File: src/core/mdc_regs.svh
`ifndef MDC_REGS_SVH
`define MDC_REGS_SVH
`define MDC_MODE_W 7
`define MDC_MODE_RST 7'h00
`define MDC_OUT_LSB 4
`define MDC_OUT_MSB 6
`define MDC_OP_MSB 3
`define MDC_OUT_LO 3'h0
`define MDC_OUT_HI 3'h1
`define MDC_OP_CLR 4'h0
`define MDC_OP_LD16 4'h1
`define MDC_OP_LD32 4'h2
`define MDC_OP_READ 4'h3
`define MDC_OP_UMUL 4'h4
`define MDC_OP_SMUL 4'h5
`define MDC_OP_SMAC 4'h7
`define MDC_OP_UDIV 4'h8
`define MDC_OP_SDIV 4'h9
`define MDC_RES_RST 32'h0000_0000
`define MDC_DIV_STEPS 5'h10
`endif

File: src/core/mdc_pkg.sv
package mdc_pkg;
  typedef struct packed {
    logic [15:0] rd;
    logic [15:0] rs;
  } mdc_opnd_t;
  typedef struct packed {
    logic c;
    logic v;
    logic z;
    logic n;
  } mdc_flags_t;
  typedef enum logic [1:0] {
    MDC_IDLE,
    MDC_PREP,
    MDC_STEP,
    MDC_FIX
  } mdc_div_state_t;
endpackage

File: src/core/mdc_arith_coprocessor.sv
`timescale 1ns/1ps
`default_nettype none
`include "mdc_regs.svh"
// Notes on behaviour
// [RQ1] multiply 16x16 to 32 in one cycle
// [RQ2] signed MAC into result, flag overflow
// [RQ3] divide 16/16, quotient and residue, 17-20 cycles
// [RQ4] core writes 7-bit mode, latched here
// [RQ5] mode from rs[6:0], rd ignored
// [RQ6] output select 0 low, 1 high
// [RQ7] return only selected 16-bit half
// [RQ8] op 0 clears result register
// [RQ9] op 1 loads 16-bit low half
// [RQ10] op 2 loads full 32-bit value
// [RQ11] op 3 reads result unchanged
// [RQ12] decode 4,5,8,9 as mul/div ops
// [RQ13] op 7 signed MAC; others reserved
// [RQ14] clear happens on the mode write itself
// [RQ15] quotient low half, residue high half
// [RQ16] reserved codes: result kept, zero returned
// [RQ17] stall core during division until ready
module mdc_arith_coprocessor (
  // clock and reset
  input wire logic sys_clk_i,
  input wire logic reset_n_i,
  // transfer strobes from core
  input wire logic mode_write_transfer_i,
  input wire logic operand_compute_transfer_i,
  input wire logic initial_value_transfer_i,
  input wire mdc_pkg::mdc_opnd_t opnd_i,
  // answer to core
  output logic stall_o,
  output logic [15:0] result_o,
  output mdc_pkg::mdc_flags_t flags_o,
  output logic [`MDC_MODE_W-1:0] mode_o
);
  import mdc_pkg::*;

  // mode register: output select in the upper bits, operation code below
  logic [`MDC_MODE_W-1:0] operation_output_select_ff;

  // 32-bit result register shared by all operations
  logic [31:0] res_ff;
  logic [31:0] nxt_res;
  logic nxt_res_we;
  logic [3:0] op;
  logic [2:0] osel;
  logic [31:0] prod_u;
  logic [31:0] prod_s;
  logic [32:0] mac_sum;
  logic mac_ovf;

  // divider handshake
  logic div_busy;
  logic div_done;
  logic div_pend_ff;
  logic [15:0] quot;
  logic [15:0] rem;
  logic div_start;

  // pick the 16-bit half named by the output select; reserved selects give zero
  function automatic logic [15:0] pick_half(input logic [2:0] sel,
      input logic [31:0] v);
    unique case (sel)
      `MDC_OUT_LO: pick_half = v[15:0]; // RQ6
      `MDC_OUT_HI: pick_half = v[31:16]; // RQ6
      default: pick_half = 16'h0000; // RQ16
    endcase
  endfunction

  // operation codes that start the iterative divider
  function automatic logic is_div_op(input logic [3:0] code);
    is_div_op = (code == `MDC_OP_UDIV) | (code == `MDC_OP_SDIV);
  endfunction

  // operation code in the low bits, output select in the high bits
  assign op = operation_output_select_ff[`MDC_OP_MSB:0];
  assign osel = operation_output_select_ff[`MDC_OUT_MSB:`MDC_OUT_LSB];
  assign mode_o = operation_output_select_ff;
  // one-cycle products of the current operands
  assign prod_u = opnd_i.rd * opnd_i.rs; // RQ1
  // sign-extend both operands first: a cast around a 16-bit product keeps 16 bits only
  assign prod_s = {{16{opnd_i.rd[15]}}, opnd_i.rd} * {{16{opnd_i.rs[15]}}, opnd_i.rs}; // RQ1
  // MAC sum carries one guard bit; overflow when the two top bits differ
  assign mac_sum = {res_ff[31], res_ff} + {prod_s[31], prod_s}; // RQ2
  assign mac_ovf = mac_sum[32] ^ mac_sum[31]; // RQ2
  // a new divide is only taken while no earlier one is pending
  assign div_start = operand_compute_transfer_i & ~div_busy & ~div_pend_ff
    & is_div_op(op); // RQ12

  // mode word; rd is not used, only the low bits of rs are kept
  always_ff @(posedge sys_clk_i) begin
    if (!reset_n_i) begin
      operation_output_select_ff <= `MDC_MODE_RST;
    end else if (mode_write_transfer_i) begin
      operation_output_select_ff <= opnd_i.rs[`MDC_MODE_W-1:0]; // RQ4 RQ5
    end
  end

  // next result register value, one source per cycle:
  // - a mode write that selects op 0 clears at once, without a data transfer
  // - a finished divide lands quotient and residue
  // - an initial value transfer loads in the load modes only
  // - a compute transfer updates for multiply and MAC only
  // read mode and reserved codes leave the register as it is
  always_comb begin
    nxt_res = res_ff;
    nxt_res_we = 1'b0;
    if (mode_write_transfer_i) begin
      if (opnd_i.rs[`MDC_OP_MSB:0] == `MDC_OP_CLR) begin
        nxt_res = `MDC_RES_RST; // RQ8 RQ14
        nxt_res_we = 1'b1;
      end
    end else if (div_done) begin
      nxt_res = {rem, quot}; // RQ15
      nxt_res_we = 1'b1;
    end else if (initial_value_transfer_i) begin
      if (op == `MDC_OP_LD16) begin
        nxt_res = {16'h0000, opnd_i.rs}; // RQ9
        nxt_res_we = 1'b1;
      end else if (op == `MDC_OP_LD32) begin
        nxt_res = {opnd_i.rd, opnd_i.rs}; // RQ10
        nxt_res_we = 1'b1;
      end
    end else if (operand_compute_transfer_i) begin
      unique case (op)
        `MDC_OP_UMUL: begin
          nxt_res = prod_u; // RQ12
          nxt_res_we = 1'b1;
        end
        `MDC_OP_SMUL: begin
          nxt_res = prod_s; // RQ12
          nxt_res_we = 1'b1;
        end
        `MDC_OP_SMAC: begin
          nxt_res = mac_sum[31:0]; // RQ13 RQ2
          nxt_res_we = 1'b1;
        end
        default: nxt_res_we = 1'b0; // RQ11 RQ16
      endcase
    end
  end

  // result register keeps its value until one of the sources above writes it
  always_ff @(posedge sys_clk_i) begin
    if (!reset_n_i) begin
      res_ff <= `MDC_RES_RST;
    end else if (nxt_res_we) begin
      res_ff <= nxt_res;
    end
  end

  // division handshake: hold stall from transfer until quotient lands
  always_ff @(posedge sys_clk_i) begin
    if (!reset_n_i) begin
      div_pend_ff <= 1'b0;
    end else if (div_start) begin
      div_pend_ff <= 1'b1;
    end else if (div_done) begin
      div_pend_ff <= 1'b0;
    end
  end
  // stall is combinational so the core sees it in the very cycle of its transfer;
  // it drops in the cycle the divider reports done, when the answer is registered
  assign stall_o = div_start | (div_pend_ff & ~div_done); // RQ17 RQ3

  // answer: computed half of the new result, registered for the core
  // the core reads result_o one cycle after its transfer; flags are zero except
  // MAC overflow, and a transfer refused during a divide changes nothing
  always_ff @(posedge sys_clk_i) begin
    if (!reset_n_i) begin
      result_o <= 16'h0000;
      flags_o <= '0;
    end else if (div_done) begin
      result_o <= pick_half(osel, {rem, quot}); // RQ7 RQ15
      flags_o <= '0;
    end else if (operand_compute_transfer_i & ~div_start & ~div_pend_ff) begin
      flags_o <= '0;
      unique case (op)
        `MDC_OP_UMUL, `MDC_OP_SMUL: begin
          result_o <= pick_half(osel, nxt_res); // RQ7
        end
        `MDC_OP_SMAC: begin
          result_o <= pick_half(osel, nxt_res); // RQ7
          flags_o.v <= mac_ovf; // RQ2
        end
        `MDC_OP_CLR, `MDC_OP_LD16, `MDC_OP_LD32, `MDC_OP_READ: begin
          result_o <= pick_half(osel, res_ff); // RQ11
        end
        default: result_o <= 16'h0000; // RQ16
      endcase
    end
  end

  // the divider latches its operands on start, so the core may change them
  // while it waits out the stall
  mdc_divider #(
    .W(16)
  ) u_div (
    .sys_clk_i(sys_clk_i),
    .reset_n_i(reset_n_i),
    .start_i(div_start),
    .signed_i(op == `MDC_OP_SDIV),
    .dividend_i(opnd_i.rd),
    .divisor_i(opnd_i.rs),
    .busy_o(div_busy),
    .done_o(div_done),
    .quot_o(quot),
    .rem_o(rem)
  ); // RQ3
endmodule
`default_nettype wire

File: src/core/mdc_divider.sv
`timescale 1ns/1ps
`default_nettype none
`include "mdc_regs.svh"
// iterative restoring divider: 1 load + 1 prep + 16 steps + 1 fix = 19 cycles to done
module mdc_divider #(
  parameter int W = 16
) (
  // clock and reset
  input wire logic sys_clk_i,
  input wire logic reset_n_i,
  // request
  input wire logic start_i,
  input wire logic signed_i,
  input wire logic [W-1:0] dividend_i,
  input wire logic [W-1:0] divisor_i,
  // answer
  output logic busy_o,
  output logic done_o,
  output logic [W-1:0] quot_o,
  output logic [W-1:0] rem_o
);
  import mdc_pkg::*;
  mdc_div_state_t state_ff;
  logic [W-1:0] q_ff;
  logic [W:0] r_ff;
  logic [W-1:0] d_ff;
  logic neg_q_ff;
  logic neg_r_ff;
  logic [4:0] cnt_ff;
  logic done_ff;
  logic [W:0] trial;
  assign trial = {r_ff[W-1:0], q_ff[W-1]} - {1'b0, d_ff};
  assign busy_o = (state_ff != MDC_IDLE);
  assign done_o = done_ff;
  always_ff @(posedge sys_clk_i) begin
    if (!reset_n_i) begin
      state_ff <= MDC_IDLE;
      q_ff <= '0;
      r_ff <= '0;
      d_ff <= '0;
      neg_q_ff <= 1'b0;
      neg_r_ff <= 1'b0;
      cnt_ff <= '0;
      done_ff <= 1'b0;
      quot_o <= '0;
      rem_o <= '0;
    end else begin
      done_ff <= 1'b0;
      unique case (state_ff)
        MDC_IDLE: begin
          if (start_i) begin
            q_ff <= dividend_i;
            d_ff <= divisor_i;
            neg_q_ff <= signed_i & (dividend_i[W-1] ^ divisor_i[W-1]);
            neg_r_ff <= signed_i & dividend_i[W-1];
            state_ff <= MDC_PREP;
          end
        end
        MDC_PREP: begin
          // magnitudes for the signed case
          if (neg_r_ff) q_ff <= -q_ff;
          if (signed_i & d_ff[W-1]) d_ff <= -d_ff;
          r_ff <= '0;
          cnt_ff <= `MDC_DIV_STEPS;
          state_ff <= MDC_STEP;
        end
        MDC_STEP: begin
          if (!trial[W]) begin
            r_ff <= trial;
            q_ff <= {q_ff[W-2:0], 1'b1};
          end else begin
            r_ff <= {r_ff[W-1:0], q_ff[W-1]};
            q_ff <= {q_ff[W-2:0], 1'b0};
          end
          cnt_ff <= cnt_ff - 5'h01;
          if (cnt_ff == 5'h01) state_ff <= MDC_FIX;
        end
        MDC_FIX: begin
          quot_o <= neg_q_ff ? -q_ff : q_ff;
          rem_o <= neg_r_ff ? -r_ff[W-1:0] : r_ff[W-1:0];
          done_ff <= 1'b1;
          state_ff <= MDC_IDLE;
        end
      endcase
    end
  end
endmodule
`default_nettype wire

File: config.mk
export PLATFORM = sky130hd
export DESIGN_NAME = mdc_arith_coprocessor
export DESIGN_NICKNAME = d
export VERILOG_FILES = /design/src/core/mdc_pkg.sv /design/src/core/mdc_arith_coprocessor.sv /design/src/core/mdc_divider.sv
export VERILOG_INCLUDE_DIRS = /design/src /design/src/core
export SDC_FILE = /design/constraint.sdc
export NUM_CORES = 2
export LEC_CHECK = 0
export BUFFER_PORTS_ARGS = -buffer_cell sky130_fd_sc_hd__buf_2
export CAP_MARGIN = 20
export CORE_ASPECT_RATIO = 1.2
export CORE_UTILIZATION = 40
export DETAILED_ROUTE_END_ITERATION = 8
export GPL_ROUTABILITY_DRIVEN = 0
export MAX_ROUTING_LAYER = met4
export PLACE_DENSITY_LB_ADDON = 0.15
export SLEW_MARGIN = 20
export SYNTH_ARGS = -nofsm -noshare
export SYNTH_HDL_FRONTEND = slang
export SYNTH_SLANG_ARGS = --single-unit
File: constraint.sdc
create_clock -name sys_clk_i -period 20.4 [get_ports sys_clk_i]
set_input_delay 4.08 -clock sys_clk_i [delete_from_list [all_inputs] [get_ports sys_clk_i]]
set_output_delay 4.08 -clock sys_clk_i [all_outputs]
set_load 0.02 [all_outputs]
==> impl_metrics.json <==
{
  "clkLatencyLatePin_ps": 450,
  "grt_use_met2_pct": 49.9,
  "synth.top_cell.area_share_pct": 28.0,
  "slowest_delay_ps": 690,
  "clockBufferDepth": 2,
  "required_ps": 20700,
  "start_util_pct": 40.6,
  "grt_pass1_vias": 24322,
  "grt_setup_unrepaired": "no",
  "outcome": "finished clean",
  "endpoint": "result_o[12]",
  "grt_util_met1_pct": 34.0,
  "grt_pass1_wl_microns": 145000,
  "wl_per_cell_microns": 23.1,
  "path_max_fanout": 28,
  "final-setup-viol-count": 0,
  "cts_root_buffer": "clkbuf_16",
  "crit_path_top_delay_cell": "clkinv_1",
  "synthArstFlopShare_pct": 0,
  "layout-drive-gt1-share_pct": 5.26,
  "post-dp-hpwl_microns": 72600,
  "core-area_sq_mm": 0.0647,
  "fin_nets": 3781,
  "die_x_microns": 236,
  "antenna_found_initial": 2,
  "synth_top_cell_by_area": "fa_1",
  "grtUsageMet3_pct": 3.44,
  "arrival_ps": 13180,
  "postCtsSetupBuffers": 0,
  "relSlewSlack_pct": 28.4,
  "vias": 23397,
  "seq_area_frac_synth_pct": 11.2,
  "wl_microns": 92700,
  "port-buffer-count": 61,
  "worst_path_most_repeated_cell": "fa_1",
  "area_delta_synth_final_pct": 6.06,
  "ys_ff_latch": 147,
  "clock.fmax_ghz": 0.0776,
  "rows": 102,
  "r2r_start": "mode_o[2]",
  "drtPass1Iterations": 8,
  "vias_per_cell": 5.84,
  "drcViolationCount": 0,
  "io_pins": 65,
  "ant_nets": 0,
  "start_kind": "input pin",
  "clock_sinks": 147,
  "rr_worst_depth": 7,
  "synth_edf_count": 0,
  "cts_made_buffers": 17,
  "grt_max_degree": 78,
  "synthCells": 3219,
  "grt_util_all_layers_pct": 29.3,
  "synth_area_leaders": "fa_1 28%, dfxtp_1 11%, ha_1 10%",
  "die_height_microns": 283,
  "maxCapViolCount": 0,
  "cts_max_level": 4,
  "min_period_ps": 12880,
  "avgSynthCellArea_sq_um": 8.16,
  "yosysMostFrequentCell": "inv_1",
  "hold_class": "flip-flop to flip-flop",
  "final.setup_skew_ps": 12.2,
  "synth_area_sq_mm": 0.0263,
  "regToRegEndpoint": "result_o[13]",
  "clk_pin_slew_ps": 60,
  "regArea_sq_mm": 0.00294,
  "ys_warn_count": 0,
  "place_area_sq_mm": 0.0272,
  "drv_slew": 0,
  "die_area_sq_mm": 0.0667,
  "synthFlopType": "dfxtp_1",
  "tightest_slew_ps": 1070,
  "drt_iter0_drc": 1951,
  "ys_top_cells_by_count": "503 x inv_1, 368 x fa_1, 332 x nand2_1",
  "postCtsHoldBufs": 0,
  "grt_overflow_total": 0,
  "multi_input_area_sq_mm": 0.0208,
  "fill_cells": 6495,
  "cts_tree": "built",
  "crit_start": "opnd_i[15]",
  "end_kind": "flip-flop",
  "finalSetupTns_ps": 0,
  "final_cell_area_sq_mm": 0.0279,
  "crit_type": "input pin to flip-flop",
  "reg2reg_slack_ps": 16350,
  "min_period_over_period_pct": 63.1,
  "cts_resized": 0,
  "hold_viol_final": 0,
  "synth_cell_type_count": 79,
  "grt_most_used_layer": "met2"
}
## state kept, by name (all words and copies together), names as in the netlist
name,flops
div_pend_ff,1
flags_o,1
mode_o,7
res_ff,32
result_o,16
u_div.cnt_ff,5
u_div.d_ff,16
u_div.done_o,1
u_div.neg_q_ff,1
u_div.neg_r_ff,1
u_div.q_ff,16
u_div.quot_o,16
u_div.r_ff,16
u_div.rem_o,16
u_div.state_ff,2
## logic make-up after synthesis
logic type | synth area share [%]
and+or+nand+nor | 16.9
AOI/OAI and AO/OA | 18.1
buffers and inverters | 9.61
adders and majority gates | 38.1
DFF | 11.2
xor gates and xnor gates | 3.87
muxes | 2.19
other | 0.0143
## how the worst min path moves through the flow
stage                   start              to  cells after the start
2_1_floorplan  u_div.q_ff[15]  u_div.q_ff[15]                      2
3_3_place_gp   u_div.q_ff[15]  u_div.q_ff[15]                      2
3_5_place_dp   u_div.q_ff[15]  u_div.q_ff[15]                      2
4_1_cts        u_div.q_ff[15]  u_div.q_ff[15]                      2
5_1_grt        u_div.q_ff[15]  u_div.q_ff[15]                      2
6_report       u_div.q_ff[15]  u_div.q_ff[15]                      2
## placed cells by master (no fill, tap or decap), types with 14 or more instances in the layout
| master | netlist | routed |
|---|---|---|
| a211oi_1 | 46 | 46 |
| a21o_1 | 33 | 33 |
| a21oi_1 | 159 | 159 |
| a221oi_1 | 28 | 27 |
| a222oi_1 | 14 | 14 |
| a22oi_1 | 30 | 30 |
| a31oi_1 | 27 | 27 |
| and2_1 | 136 | 136 |
| and3_1 | 23 | 23 |
| buf_2 | 1 | 61 |
| buf_4 | 3 | 28 |
| clkbuf_16 | 0 | 17 |
| dfxtp_1 | 147 | 146 |
| fa_1 | 368 | 368 |
| ha_1 | 212 | 211 |
| inv_1 | 503 | 502 |
| mux2i_1 | 54 | 54 |
| nand2_1 | 332 | 332 |
| nand2b_1 | 23 | 23 |
| nand3_1 | 64 | 64 |
| nor2_1 | 197 | 195 |
| nor2b_1 | 22 | 22 |
| nor3_1 | 40 | 38 |
| nor3b_1 | 14 | 14 |
| o211ai_1 | 22 | 22 |
| o21a_1 | 22 | 22 |
| o21ai_0 | 182 | 182 |
| o21bai_1 | 14 | 14 |
| o22ai_1 | 28 | 28 |
| or3_1 | 18 | 18 |
| xnor2_1 | 64 | 63 |
| xor2_1 | 52 | 52 |
## layout make-up
type / instances / share of cell area (%)
tap: 832 / 3.74
clock inverter: 9 / 0.552
inverter: 504 / 6.79
multi-input combinational: 2405 / 74.8
sequential: 147 / 10.6
clock buffer: 21 / 1.69
antenna: 1 / 0.00898
timing repair buffer: 89 / 1.85
## layer usage
layer  share of wire, %  vias to the layer above  wire (microns)
met5                  0                        -               0
met4                5.8                        0            5410
met3                5.7                      261            5270
met2                 49                      883           45600
met1                 39                    11639           36400
li1                   -                    10614               -
## critical path, delay by kind of cell
| kind | cells | cell delay [ps] |
|---|---|---|
| fa+ha+maj | 8 | 3320 |
| xor+xnor | 2 | 370 |
| compound gates | 10 | 3430 |
| buf+inv | 7 | 1380 |
| simple gates | 3 | 570 |
## metrics by stage
| stage | cells | setup WS, ps | hold slack, ps | utilization (%) |
|---|---|---|---|---|
| 6_report | 4008 | 7520 | 482 | 43.1 |
| 5_1_grt | 4008 | 7080 | 507 | 43.1 |
| 4_1_cts | 4007 | 7510 | 482 | 43.1 |
| 3_5_place_dp | 3977 | 7120 | 472 | 42.1 |
| 3_3_place_gp | 3977 | 7060 | 460 | 42.1 |
| 2_1_floorplan | 3221 | 8900 | 446 | - |
Power is not shown: default switching activity piles up to over one toggle a cycle in this logic, so the estimate is an artifact.
